==> src/efc_pkg.sv <==
package efc_pkg;
  // ************************************************************
  // register byte addresses
  // ************************************************************
  localparam logic [7:0] ADDR_INT_STAT = 8'h04;
  localparam logic [7:0] ADDR_INT_EN = 8'h08;
  localparam logic [7:0] ADDR_TRIG = 8'h1c;
  localparam logic [7:0] ADDR_READBACK = 8'h20;
  localparam logic [7:0] ADDR_CONST_A = 8'h24;
  localparam logic [7:0] ADDR_CTRL = 8'h28;
  localparam logic [7:0] ADDR_STATUS = 8'h2c;

  // ************************************************************
  // control fields
  // ************************************************************
  localparam logic [2:0] MODE_LO_COUNT = 3'h4;
  localparam logic [2:0] MODE_HI_EVENT = 3'h0;
  localparam logic [2:0] MODE_HI_FREQ = 3'h7;
  localparam logic [1:0] POL_LOW = 2'h1;
  localparam logic [1:0] POL_HIGH = 2'h2;
  localparam logic [1:0] TRIG_DIR = 2'h3;
  localparam logic [15:0] CTRL_RESET = 16'h0000;
  localparam logic [1:0] RESP_OKAY = 2'h0;
  localparam logic [1:0] RESP_SLVERR = 2'h2;

  typedef struct packed {
    logic int_en;
    logic wide;
    logic debounce;
    logic [2:0] mode_hi;
    logic [1:0] trig_cfg;
    logic [1:0] event_pol;
    logic [1:0] gate_pol;
    logic out_pol;
    logic [2:0] mode_lo;
  } efc_ctrl_type;

  // ************************************************************
  // timing
  // ************************************************************
  localparam int CLK_PERIOD_NS = 10;
  localparam int DEBOUNCE_NS = 2400;
  localparam int PULSE_NS = 1600;
  localparam int DEBOUNCE_CYC = (DEBOUNCE_NS + CLK_PERIOD_NS - 1)
                                / CLK_PERIOD_NS;
  localparam int PULSE_CYC = PULSE_NS / CLK_PERIOD_NS;
  localparam int TMR_W = 9;

  typedef enum logic [2:0] {
    ST_IDLE = 3'b001,
    ST_ARMED = 3'b010,
    ST_RUN = 3'b100
  } efc_state_type;

  typedef struct packed {
    logic gate;
    logic evt;
    logic trig;
  } efc_pins_type;
endpackage

==> src/efc_counter.sv <==
// Contract
// RULE1: mode low 100 with high 000 selects event counting.
// RULE2: control bit 3 sets output active level; pin idles high.
// RULE3: event mode bits 5..4 gate counting on low/high gate level.
// RULE4: event mode bits 7..6 choose event polarity, 00/11 disable.
// RULE5: bits 9..8 make third input trigger (01/10) or direction (11).
// RULE6: bit 13 rejects input pulses up to 2.4us.
// RULE7: bit 14 selects 16-bit or 32-bit counter.
// RULE8: bit 15 enables interrupt service, cleared by default.
// RULE9: count to constant A, pulse, optional interrupt, restart from zero.
// RULE10: counting down holds at zero.
// RULE11: mode low 100 with high 111 selects frequency measurement.
// RULE12: frequency mode counts signal edges while enable active.
// RULE13: enable polarity follows bits 5..4.
// RULE14: outside party drives enable with known-width pulse.
// RULE15: enable going inactive yields 1.6us output pulse, maybe interrupt.
// RULE16: third input or write to offset 1CH triggers channel.
// RULE17: after trigger, measurement starts at next enable active edge.
// RULE18: writing constant A while counting loads the counter.
// RULE19: readback returns live count.
// RULE20: source holds signal pulses 100ns, or 2.4us with debounce.
// RULE21: frequency mode ignores clock source selection.
// RULE22: interrupt on enable inactive if bit 15 and interrupt bit 0.
// RULE23: interrupt pending until status/clear at 04H is written.
// RULE24: clearing bit 15 cancels pending interrupt.
// RULE25: all field inputs synchronised before edge detection.
module efc_counter
  import efc_pkg::*;
(
  input wire logic aclk,
  input wire logic aresetn,
  input wire logic [7:0] s_axi_awaddr,
  input wire logic s_axi_awvalid,
  output logic s_axi_awready,
  input wire logic [31:0] s_axi_wdata,
  input wire logic [3:0] s_axi_wstrb,
  input wire logic s_axi_wvalid,
  output logic s_axi_wready,
  output logic [1:0] s_axi_bresp,
  output logic s_axi_bvalid,
  input wire logic s_axi_bready,
  input wire logic [7:0] s_axi_araddr,
  input wire logic s_axi_arvalid,
  output logic s_axi_arready,
  output logic [31:0] s_axi_rdata,
  output logic [1:0] s_axi_rresp,
  output logic s_axi_rvalid,
  input wire logic s_axi_rready,
  input wire logic gate_enable_input,
  input wire logic event_signal_input,
  input wire logic trigger_input,
  output logic counter_out,
  output logic irq
);

  // ************************************************************
  // state
  // ************************************************************
  typedef struct packed {
    efc_pins_type s1;
    efc_pins_type s2;
    efc_pins_type filt;
    efc_pins_type filt_prev;
    logic [TMR_W-1:0] db_gate;
    logic [TMR_W-1:0] db_evt;
    logic [TMR_W-1:0] db_trig;
    efc_ctrl_type ctrl;
    logic [31:0] const_a;
    logic [31:0] count;
    logic int_mask;
    logic pending;
    efc_state_type st;
    logic [TMR_W-1:0] pulse;
    logic aw_got;
    logic w_got;
    logic [7:0] awaddr;
    logic [31:0] wdata;
    logic [3:0] wstrb;
    logic bvalid;
    logic [1:0] bresp;
    logic rvalid;
    logic [31:0] rdata;
    logic [1:0] rresp;
    logic out_act;
  } efc_state_all_type;

  efc_state_all_type s_q, s_d;

  function automatic logic pol_level(input logic [1:0] pol,
                                     input logic lvl);
    pol_level = (pol == POL_LOW) ? ~lvl : lvl;
  endfunction

  function automatic logic pol_on(input logic [1:0] pol);
    pol_on = (pol == POL_LOW) || (pol == POL_HIGH);
  endfunction

  function automatic logic [31:0] merge(input logic [31:0] old,
                                        input logic [31:0] nw,
                                        input logic [3:0] be);
    logic [31:0] r;
    r = old;
    for (int i = 0; i < 4; i++) begin
      if (be[i]) begin
        r[i*8 +: 8] = nw[i*8 +: 8];
      end
    end
    merge = r;
  endfunction

  function automatic logic [TMR_W-1:0] filt_step(
      input logic raw, input logic cur, input logic [TMR_W-1:0] t,
      input logic en, output logic nv);
    logic [TMR_W-1:0] r;
    r = '0;
    nv = cur;
    if (!en) begin
      nv = raw;
    end else if (raw != cur) begin
      if (t >= TMR_W'(DEBOUNCE_CYC)) begin
        nv = raw;
      end else begin
        r = t + TMR_W'(1);
      end
    end
    filt_step = r;
  endfunction

  logic is_event, is_freq, gate_act, evt_edge, trig_edge, trig_hw;
  logic do_write, do_read, en_fall, en_rise, at_top, inc_ok, irq_set;
  logic [31:0] mask, cnt_m, wr_val;

  always_comb begin
    s_d = s_q;
    inc_ok = 1'b0;
    at_top = 1'b0;
    wr_val = '0;
    irq_set = 1'b0;
    // ************************************************************
    // input synchroniser and debounce
    // ************************************************************
    s_d.s1 = {gate_enable_input, event_signal_input, trigger_input};
    s_d.s2 = s_q.s1; // see RULE25
    s_d.filt_prev = s_q.filt;
    s_d.db_gate = filt_step(s_q.s2.gate, s_q.filt.gate, s_q.db_gate,
                            s_q.ctrl.debounce, s_d.filt.gate); // see RULE6
    s_d.db_evt = filt_step(s_q.s2.evt, s_q.filt.evt, s_q.db_evt,
                           s_q.ctrl.debounce, s_d.filt.evt);
    s_d.db_trig = filt_step(s_q.s2.trig, s_q.filt.trig, s_q.db_trig,
                            s_q.ctrl.debounce, s_d.filt.trig);

    is_event = s_q.ctrl.mode_lo == MODE_LO_COUNT
               && s_q.ctrl.mode_hi == MODE_HI_EVENT; // see RULE1
    is_freq = s_q.ctrl.mode_lo == MODE_LO_COUNT
              && s_q.ctrl.mode_hi == MODE_HI_FREQ; // see RULE11 RULE21
    mask = s_q.ctrl.wide ? 32'hffffffff : 32'h0000ffff; // see RULE7
    cnt_m = s_q.count & mask;

    // gate level and edges, polarity applied
    gate_act = pol_level(s_q.ctrl.gate_pol, s_q.filt.gate); // see RULE13
    en_rise = pol_on(s_q.ctrl.gate_pol) && gate_act
              && !pol_level(s_q.ctrl.gate_pol, s_q.filt_prev.gate);
    en_fall = pol_on(s_q.ctrl.gate_pol) && !gate_act
              && pol_level(s_q.ctrl.gate_pol, s_q.filt_prev.gate);
    evt_edge = pol_on(s_q.ctrl.event_pol)
               && pol_level(s_q.ctrl.event_pol, s_q.filt.evt)
               && !pol_level(s_q.ctrl.event_pol, s_q.filt_prev.evt);
    trig_hw = (s_q.ctrl.trig_cfg == POL_LOW)
              || (s_q.ctrl.trig_cfg == POL_HIGH);
    trig_edge = trig_hw && pol_level(s_q.ctrl.trig_cfg, s_q.filt.trig)
                && !pol_level(s_q.ctrl.trig_cfg, s_q.filt_prev.trig);

    // ************************************************************
    // axi4-lite slave
    // ************************************************************
    s_axi_awready = !s_q.aw_got && !s_q.bvalid;
    s_axi_wready = !s_q.w_got && !s_q.bvalid;
    s_axi_arready = !s_q.rvalid;
    if (s_axi_awvalid && s_axi_awready) begin
      s_d.aw_got = 1'b1;
      s_d.awaddr = s_axi_awaddr;
    end
    if (s_axi_wvalid && s_axi_wready) begin
      s_d.w_got = 1'b1;
      s_d.wdata = s_axi_wdata;
      s_d.wstrb = s_axi_wstrb;
    end
    do_write = s_q.aw_got && s_q.w_got;
    do_read = s_axi_arvalid && s_axi_arready;
    if (s_q.bvalid && s_axi_bready) begin
      s_d.bvalid = 1'b0;
    end
    if (s_q.rvalid && s_axi_rready) begin
      s_d.rvalid = 1'b0;
    end

    // ************************************************************
    // counter engine
    // ************************************************************
    if (s_q.pulse != '0) begin
      s_d.pulse = s_q.pulse - TMR_W'(1);
    end
    if (!is_event && !is_freq) begin
      s_d.st = ST_IDLE;
    end
    case (s_q.st)
      ST_IDLE: begin
        if (trig_edge) begin // see RULE16
          s_d.st = is_freq ? ST_ARMED : ST_RUN;
          s_d.count = '0;
        end
      end
      ST_ARMED: begin
        if (en_rise) begin // see RULE17
          s_d.st = ST_RUN;
          s_d.count = '0;
        end
      end
      ST_RUN: begin
        if (is_event && evt_edge) begin
          inc_ok = !pol_on(s_q.ctrl.gate_pol) || gate_act; // see RULE3
          if (inc_ok && s_q.ctrl.trig_cfg == TRIG_DIR
              && s_q.filt.trig) begin // see RULE5
            if (cnt_m != '0) begin // see RULE10
              s_d.count = (cnt_m - 32'h1) & mask;
            end
          end else if (inc_ok) begin // see RULE4
            s_d.count = (cnt_m + 32'h1) & mask;
            at_top = ((cnt_m + 32'h1) & mask) == (s_q.const_a & mask);
            if (at_top) begin // see RULE9
              s_d.count = '0;
              s_d.pulse = TMR_W'(PULSE_CYC);
              if (s_q.ctrl.int_en && s_q.int_mask) begin
                s_d.pending = 1'b1;
                irq_set = 1'b1;
              end
            end
          end
        end
        if (is_freq) begin
          if (gate_act && s_q.filt.evt != s_q.filt_prev.evt
              && pol_on(s_q.ctrl.event_pol)) begin // see RULE12
            s_d.count = (cnt_m + 32'h1) & mask;
          end
          if (en_fall) begin
            s_d.pulse = TMR_W'(PULSE_CYC); // see RULE15
            s_d.st = ST_IDLE;
            if (s_q.ctrl.int_en && s_q.int_mask) begin // see RULE22
              s_d.pending = 1'b1;
              irq_set = 1'b1;
            end
          end
        end
      end
      default: s_d.st = ST_IDLE;
    endcase
    // event mode: a hardware trigger also rearms a running channel
    if (is_event && s_q.st == ST_RUN && trig_edge) begin
      s_d.count = '0;
    end

    // ************************************************************
    // register writes
    // ************************************************************
    if (do_write) begin
      s_d.aw_got = 1'b0;
      s_d.w_got = 1'b0;
      s_d.bvalid = 1'b1;
      s_d.bresp = RESP_OKAY;
      wr_val = merge(32'h0, s_q.wdata, s_q.wstrb);
      if (s_q.awaddr == ADDR_CTRL) begin
        s_d.ctrl = efc_ctrl_type'(16'(merge({16'h0, s_q.ctrl},
                                            s_q.wdata, s_q.wstrb)));
        // a new mode waits for its own trigger
        if (s_d.ctrl.mode_lo != s_q.ctrl.mode_lo
            || s_d.ctrl.mode_hi != s_q.ctrl.mode_hi) begin
          s_d.st = ST_IDLE;
        end
      end else if (s_q.awaddr == ADDR_CONST_A) begin
        s_d.const_a = merge(s_q.const_a, s_q.wdata, s_q.wstrb);
        if (s_q.st == ST_RUN) begin // see RULE18
          s_d.count = s_d.const_a & mask;
        end
      end else if (s_q.awaddr == ADDR_INT_EN) begin
        s_d.int_mask = s_q.wstrb[0] ? s_q.wdata[0] : s_q.int_mask;
      end else if (s_q.awaddr == ADDR_INT_STAT) begin
        if (wr_val[0] && !irq_set) begin // see RULE23
          s_d.pending = 1'b0;
        end
      end else if (s_q.awaddr == ADDR_TRIG) begin
        if (wr_val[0] && (is_event || is_freq)) begin // see RULE16
          s_d.st = is_freq ? ST_ARMED : ST_RUN;
          s_d.count = '0;
        end
      end else if (s_q.awaddr != ADDR_READBACK
                   && s_q.awaddr != ADDR_STATUS) begin
        s_d.bresp = RESP_SLVERR;
      end
    end
    if (!s_d.ctrl.int_en) begin
      s_d.pending = 1'b0; // see RULE24
    end

    // ************************************************************
    // register reads
    // ************************************************************
    if (do_read) begin
      s_d.rvalid = 1'b1;
      s_d.rresp = RESP_OKAY;
      if (s_axi_araddr == ADDR_READBACK) begin
        s_d.rdata = cnt_m; // see RULE19
      end else if (s_axi_araddr == ADDR_CTRL) begin
        s_d.rdata = {16'h0, s_q.ctrl};
      end else if (s_axi_araddr == ADDR_CONST_A) begin
        s_d.rdata = s_q.const_a;
      end else if (s_axi_araddr == ADDR_INT_EN) begin
        s_d.rdata = {31'h0, s_q.int_mask};
      end else if (s_axi_araddr == ADDR_INT_STAT) begin
        s_d.rdata = {31'h0, s_q.pending};
      end else if (s_axi_araddr == ADDR_STATUS) begin
        s_d.rdata = {26'h0, s_q.filt, s_q.st};
      end else if (s_axi_araddr == ADDR_TRIG) begin
        s_d.rdata = 32'h0;
      end else begin
        s_d.rdata = 32'h0;
        s_d.rresp = RESP_SLVERR;
      end
    end

    // output pin level, idles high
    s_d.out_act = (s_d.pulse != '0) ? s_d.ctrl.out_pol : 1'b1; // see RULE2
  end

  always_ff @(posedge aclk) begin
    if (!aresetn) begin
      s_q <= '0;
      s_q.ctrl <= efc_ctrl_type'(CTRL_RESET); // see RULE8
      s_q.st <= ST_IDLE;
      s_q.out_act <= 1'b1;
      s_q.bresp <= RESP_OKAY;
      s_q.rresp <= RESP_OKAY;
    end else begin
      s_q <= s_d;
    end
  end

  assign s_axi_bvalid = s_q.bvalid;
  assign s_axi_bresp = s_q.bresp;
  assign s_axi_rvalid = s_q.rvalid;
  assign s_axi_rdata = s_q.rdata;
  assign s_axi_rresp = s_q.rresp;
  assign counter_out = s_q.out_act;
  assign irq = s_q.pending;
endmodule

==> config.mk <==
export PLATFORM = sky130hd
export DESIGN_NAME = efc_counter
export DESIGN_NICKNAME = d
export VERILOG_FILES = /design/src/efc_pkg.sv /design/src/efc_counter.sv
export SDC_FILE = /design/constraint.sdc
export NUM_CORES = 1
export LEC_CHECK = 0
export BUFFER_PORTS_ARGS = -buffer_cell sky130_fd_sc_hd__buf_4
export CAP_MARGIN = 20
export CORE_AREA = 2 2 169 171
export CTS_BUF_LIST = sky130_fd_sc_hd__clkbuf_4
export DETAILED_ROUTE_END_ITERATION = 10
export DIE_AREA = 0 0 171 173
export PLACE_DENSITY = 0.68
export SLEW_MARGIN = 20
export SYNTH_ARGS = -nofsm -noshare
export SYNTH_HDL_FRONTEND = slang
export SYNTH_SLANG_ARGS = --single-unit
==> constraint.sdc <==
create_clock -name aclk -period 8.61 [get_ports aclk]
set_clock_uncertainty 0.2 [all_clocks]
set_input_delay 0 -clock aclk [delete_from_list [all_inputs] [get_ports aclk]]
set_output_delay 0 -clock aclk [all_outputs]
set_load 0.01 [all_outputs]
After elaboration in Yosys (flattened, before gate mapping)
Cells that the tools add are included.

Word-level logic and storage cells: 303. Register bits after elaboration: 218. Input port bits: 62. Output and inout bits: 43.

Add/sub/neg operators: 6. Muxes and demuxes: 126. Eq/ne operators: 41. Order comparisons: 3. Reductions and logical operators: 68. Bitwise operators: 18.

Operator list (number): $mux W32 (21); $mux W8 (22); $and A32 B32 Y32 (5); $pmux W32 S3 (1); $mux W85 (1); $mux W66 (1); $mux W9 (7); $eq A8 B6 Y1 const B (6); $mux W1 (40); $mux W35 (1); $add A32 B1 Y32 const B (1); $eq A32 B32 Y1 (1); $reduce_bool A32 Y1 (1); $sub A32 B1 Y32 const B (1); $logic_and A1 B1 Y1 (30); $mux W3 (10); $add A9 B1 Y9 const B (3); $ge A9 B8 Y1 const B (3); $mux W13 (2); $mux W2 (13); $mux W6 (3); $reduce_bool A9 Y1 (2); $eq A8 B3 Y1 const B (2); $eq A8 B4 Y1 const B (2); 26 further kinds (83).

Depth between registers and ports, before layout
Depth in word-level cells: 22. Mapped depth: 16. Gate-level depth less buffers: 13.

Least setup slack after synthesis
No wires, ideal clock.

Path kind: reg-to-reg. Start point: register s_q[106] (netlist name). End point: register s_q[89] (netlist name). Stages on the path, launching flop included: 15. Library setup time: 0.116 ns. Arrival time: 3.225 ns. Slack: 5.069 ns. Data required time: 8.294 ns. Path buffers: 3. Period minus slack after synthesis: 3.541 ns. Cell sequence: dfxtp_1 > buf_2 > nand4_2 > or4_1 > or4_4 > xor2_1 > o22ai_1 > o41ai_1 > nand4_1 > nor2b_1 > buf_4 > and3_1 > o21ai_1 > buf_2 > and3b_1.

Word-level cells in the longest chain between the ends: 12.

RTL lines: from (decl) (RTL line efc_counter.sv:87) `efc_state_all_type s_q, s_d;`; $and A32 B32 Y32 (*) (RTL line efc_counter.sv:157) `cnt_m = s_q.count & mask;`; $add A32 B1 Y32 (*) (RTL line efc_counter.sv:229) `at_top = ((cnt_m + 32'h1) & mask) == (s_q.const_a & mask);`; $and A32 B32 Y32 (*) (RTL line efc_counter.sv:229); $eq A32 B32 Y1 (*) (RTL line efc_counter.sv:229); $mux W9 (*) (RTL line efc_counter.sv:230) `if (at_top) begin`; $mux W9 (*) (RTL line efc_counter.sv:227) `end else if (inc_ok) begin`; $mux W9 (*) (RTL line efc_counter.sv:222) `if (inc_ok && s_q.ctrl.trig_cfg == TRIG_DIR`; $mux W9 (*) (RTL line efc_counter.sv:220) `if (is_event && evt_edge) begin`; $mux W9 (*) (RTL line efc_counter.sv:206) `case (s_q.st)`; $mux W13 (RTL line efc_counter.sv:245) `if (en_fall) begin`; $mux W13 (*) (RTL line efc_counter.sv:240) `if (is_freq) begin`; $mux W9 (*) (RTL line efc_counter.sv:206).

Every way passes the cells marked *; elsewhere a longest branch is shown, timed or not. The select of a mux whose other input is x is not followed. A chain may end at the register's enable or synchronous reset.

Worst setup path after layout
Start point: register s_q[99] (netlist name). End point: register s_q[93] (netlist name).

The elaborated chain is that of the path after synthesis.

==> flow_metrics.py <==
metrics = {
    "power": {
        "intPower_w": 0.00170,
        "p_clk_share_pct": 39.5,
        "ir_drop_uv": 123,
        "switchingPower_w": 0.000664,
        "p_comb_share_pct": 14.6,
        "p_seq_share_pct": 45.9,
        "swShare_pct": 28.1,
        "leakage_nw": 6.15,
        "p_per_area_mw_per_mm2": 141,
    },
    "setup_path": {
        "critPathSlowestCell": "nor4b_1",
        "crit_chain": "ha_1 -> nand3_1 -> nor4b_1 -> nand3_1 -> xor2_1 -> o2bb2ai_1 -> o41ai_1 -> nand4_1 -> nor2b_2 -> buf_4 -> and3_1 -> o21ai_1 -> and4_1",
        "critPathTopFamily": "simple AND/OR/NAND/NOR gates",
        "cp_num_buf_inv": 1,
        "worstSetupStartpointType": "register",
        "critPathKind": "register to register",
        "crit_path_max_fanout": 14,
        "cp_common_cell": "nand3_1",
        "crit_path_end_kind": "register",
        "cp.arrival_ns": 5.66,
        "slowest_delay_ns": 0.81,
        "required_ns": 9.04,
    },
    "detailed_routing": {
        "drt_iter0_drc": 1840,
        "wl_per_cell_um": 22.6,
        "drt_pass1_iterations": 6,
        "drt-total-wl_um": 55000,
        "drc": 0,
        "ant_nets": 0,
        "post_drt_via_cell_ratio": 6.22,
        "num_vias": 15200,
    },
    "layout": {
        "regArea_mm2": 0.00432,
        "fill_cells": 2453,
        "multi_input_area_mm2": 0.00845,
        "layout_common_cells": "nand2_1, dfxtp_1, dlygate4sd3_1",
        "drive_gt1_share_pct": 12.2,
        "final_common_cell": "nand2_1",
        "layout.nets": 2098,
        "syn_to_final_growth_pct": 22.7,
    },
    "synth": {
        "ys_seq_area_share_pct": 31.5,
        "synth_top_area_cell": "dfxtp_1",
        "synth-edff-count": 0,
        "ys_top_cells_by_area": "dfxtp_1, nand2_1, a21boi_0, nor2_1, nand3_1",
        "avgSynthCellArea_um2": 7.48,
        "synth.top_cell.area_share_pct": 31.5,
        "synth_seq_cells": 216,
        "ys_warn_count": 0,
        "synth-async-reset-ratio_pct": 0,
        "synth_cell_type_count": 87,
        "synthCells": 1834,
        "syn_area_mm2": 0.0137,
        "synthFlopType": "dfxtp_1",
    },
    "grt": {
        "antenna_found_initial": 3,
        "grt_max_degree": 83,
        "grt_first_pass_wirelength_um": 84500,
        "overflow": 0,
        "grt_pass1_vias": 14500,
        "grtUsageTotal_pct": 36.7,
    },
    "die": {
        "die_w_um": 171,
        "die_h_um": 173,
        "dieArea_mm2": 0.0296,
        "io_pins": 105,
        "start_util_pct": 49.6,
        "core_area_mm2": 0.0276,
        "row_count": 61,
    },
    "clock_network": {
        "worstSkewPairLatency_ns": 0.74,
        "clockBufferDepth": 3,
        "htree_levels": 2,
        "cts_buffers": 58,
        "tritoncts": "done",
        "cts_sinks": 216,
        "path_clk_slew_ns": 0.07,
        "cts_post_setup_buffers_inserted": 0,
        "cts-root-buf": "clkbuf_4",
    },
    "placed_design": {
        "io_buffer_count": 102,
        "dp_slack_ns": 3.45,
        "gp_congestion": 0.990,
        "dp_hpwl_um": 35800,
    },
    "sta": {
        "setup_tns_ns": 0,
        "layout_min_cycle_time_ns": 5.23,
        "drv_slew": 0,
        "clock.fmax_mhz": 191,
        "tightestPinTransition_ns": 1.30,
        "layout_setup_ws_ns": 3.38,
        "setup_violations": 0,
        "hold_viol_final": 0,
        "max-slew-margin-rel_pct": 13.3,
        "fin_hold_ws_ns": 0.171,
        "period_share_pct": 60.7,
        "rsz0062_at_grt": "no",
    },
    "flow_run": {
        "drv_cap": 0,
    },
    "status": {
        "status": "finished clean",
    },
    "worst_hold_path": {
        "hold_class": "primary input to register",
    },
}
[through the flow]
stage	util (%)	cell area, um^2	std cells	total power (W)
finish	60.9	16800	2436	0.00236
global route	60.9	16800	2436	0.00246
CTS	60.9	16800	2435	0.00235
detailed placement	51.9	14300	2164	0.00137
global placement	51.8	14300	2163	0.00136
floorplan	-	13700	1838	0.00128
[what timing repair did]
action	4_1_cts	5_1_grt
resized for setup	0	0
endpoints found under the hold margin	133	0
setup endpoints to repair	0	0
hold buffers	176	0
[registers in the layout, summed over array words and instances, names as in the netlist]
signal        cells
s_axi_rdata      32
s_axi_rresp       1
irq               1
s_d               6
s_q             172
s_axi_bresp       1
s_axi_rvalid      1
s_axi_bvalid      1
counter_out       1
[tightest hold or removal path, delay by kind of cell]
family	cells	cell delay (ns)
buffers and inverters	2	0.84
AO/OA/AOI/OAI	1	0.21
[synth_stat cells, types with 23 or more instances]
| cell | instances |
|---|---|
| nand2_1 | 288 |
| dfxtp_1 | 216 |
| nor2_1 | 152 |
| clkbuf_1 | 116 |
| a21boi_0 | 108 |
| nand3_1 | 105 |
| o21ai_0 | 101 |
| a21oi_1 | 74 |
| mux2i_1 | 48 |
| nor3_1 | 46 |
| buf_4 | 40 |
| xor2_1 | 35 |
| inv_1 | 34 |
| xnor2_1 | 31 |
| a221oi_1 | 26 |
| and2_1 | 25 |
| nor3b_1 | 24 |
| nand4_1 | 23 |
[worst paths after layout]
kind | start | to | slack (ns) | depth (start not counted)
hold / removal | aresetn | s_q[131] | 0.17 | 3
hold reg to reg | s_d[212] | s_q[212] | 0.24 | 1
setup / recovery | s_q[99] | s_q[93] | 3.38 | 13
setup reg to reg | s_q[99] | s_q[93] | 3.38 | 13
[power groups by stage]
stage / clock network, W / registers, W / logic, W
floorplan: 0 / 0.00108 / 0.000202
finish: 0.000934 / 0.00108 / 0.000346
detailed placement: 0 / 0.00110 / 0.000264
CTS: 0.000934 / 0.00108 / 0.000331
global placement: 0 / 0.00110 / 0.000254
global route: 0.000995 / 0.00109 / 0.000379
[layer usage]
metal / vias up / share of wire, % / GRT usage (%)
met1: 7215 / 43 / 51.0
li1: 6925 / - / -
met4: 2 / 3.0 / 11.5
met2: 882 / 43 / 55.7
met5: - / 0.024 / 0
met3: 135 / 11 / 9.20
[cell families after synthesis]
| family | after synthesis | share of synthesized area, % |
|---|---|---|
| compound gates | 470 | 23.4 |
| xor+xnor | 66 | 4.22 |
| fa+ha+maj | 14 | 1.28 |
| buf+inv | 214 | 7.14 |
| flops | 216 | 31.5 |
| mux | 57 | 4.57 |
| other cells | 1 | 0.0273 |
| simple gates | 796 | 27.9 |
[area by class of cell]
| class | count | area share, % |
|---|---|---|
| multi-input cells | 1408 | 50.2 |
| flip-flops and latches | 216 | 25.7 |
| repair buffers | 303 | 16.3 |
| clock buffers | 87 | 3.88 |
| well taps | 378 | 2.81 |
| inverters | 35 | 0.781 |
| clock inverters | 8 | 0.364 |
| diodes | 1 | 0.0149 |
Power figures use the tool's default switching activity.
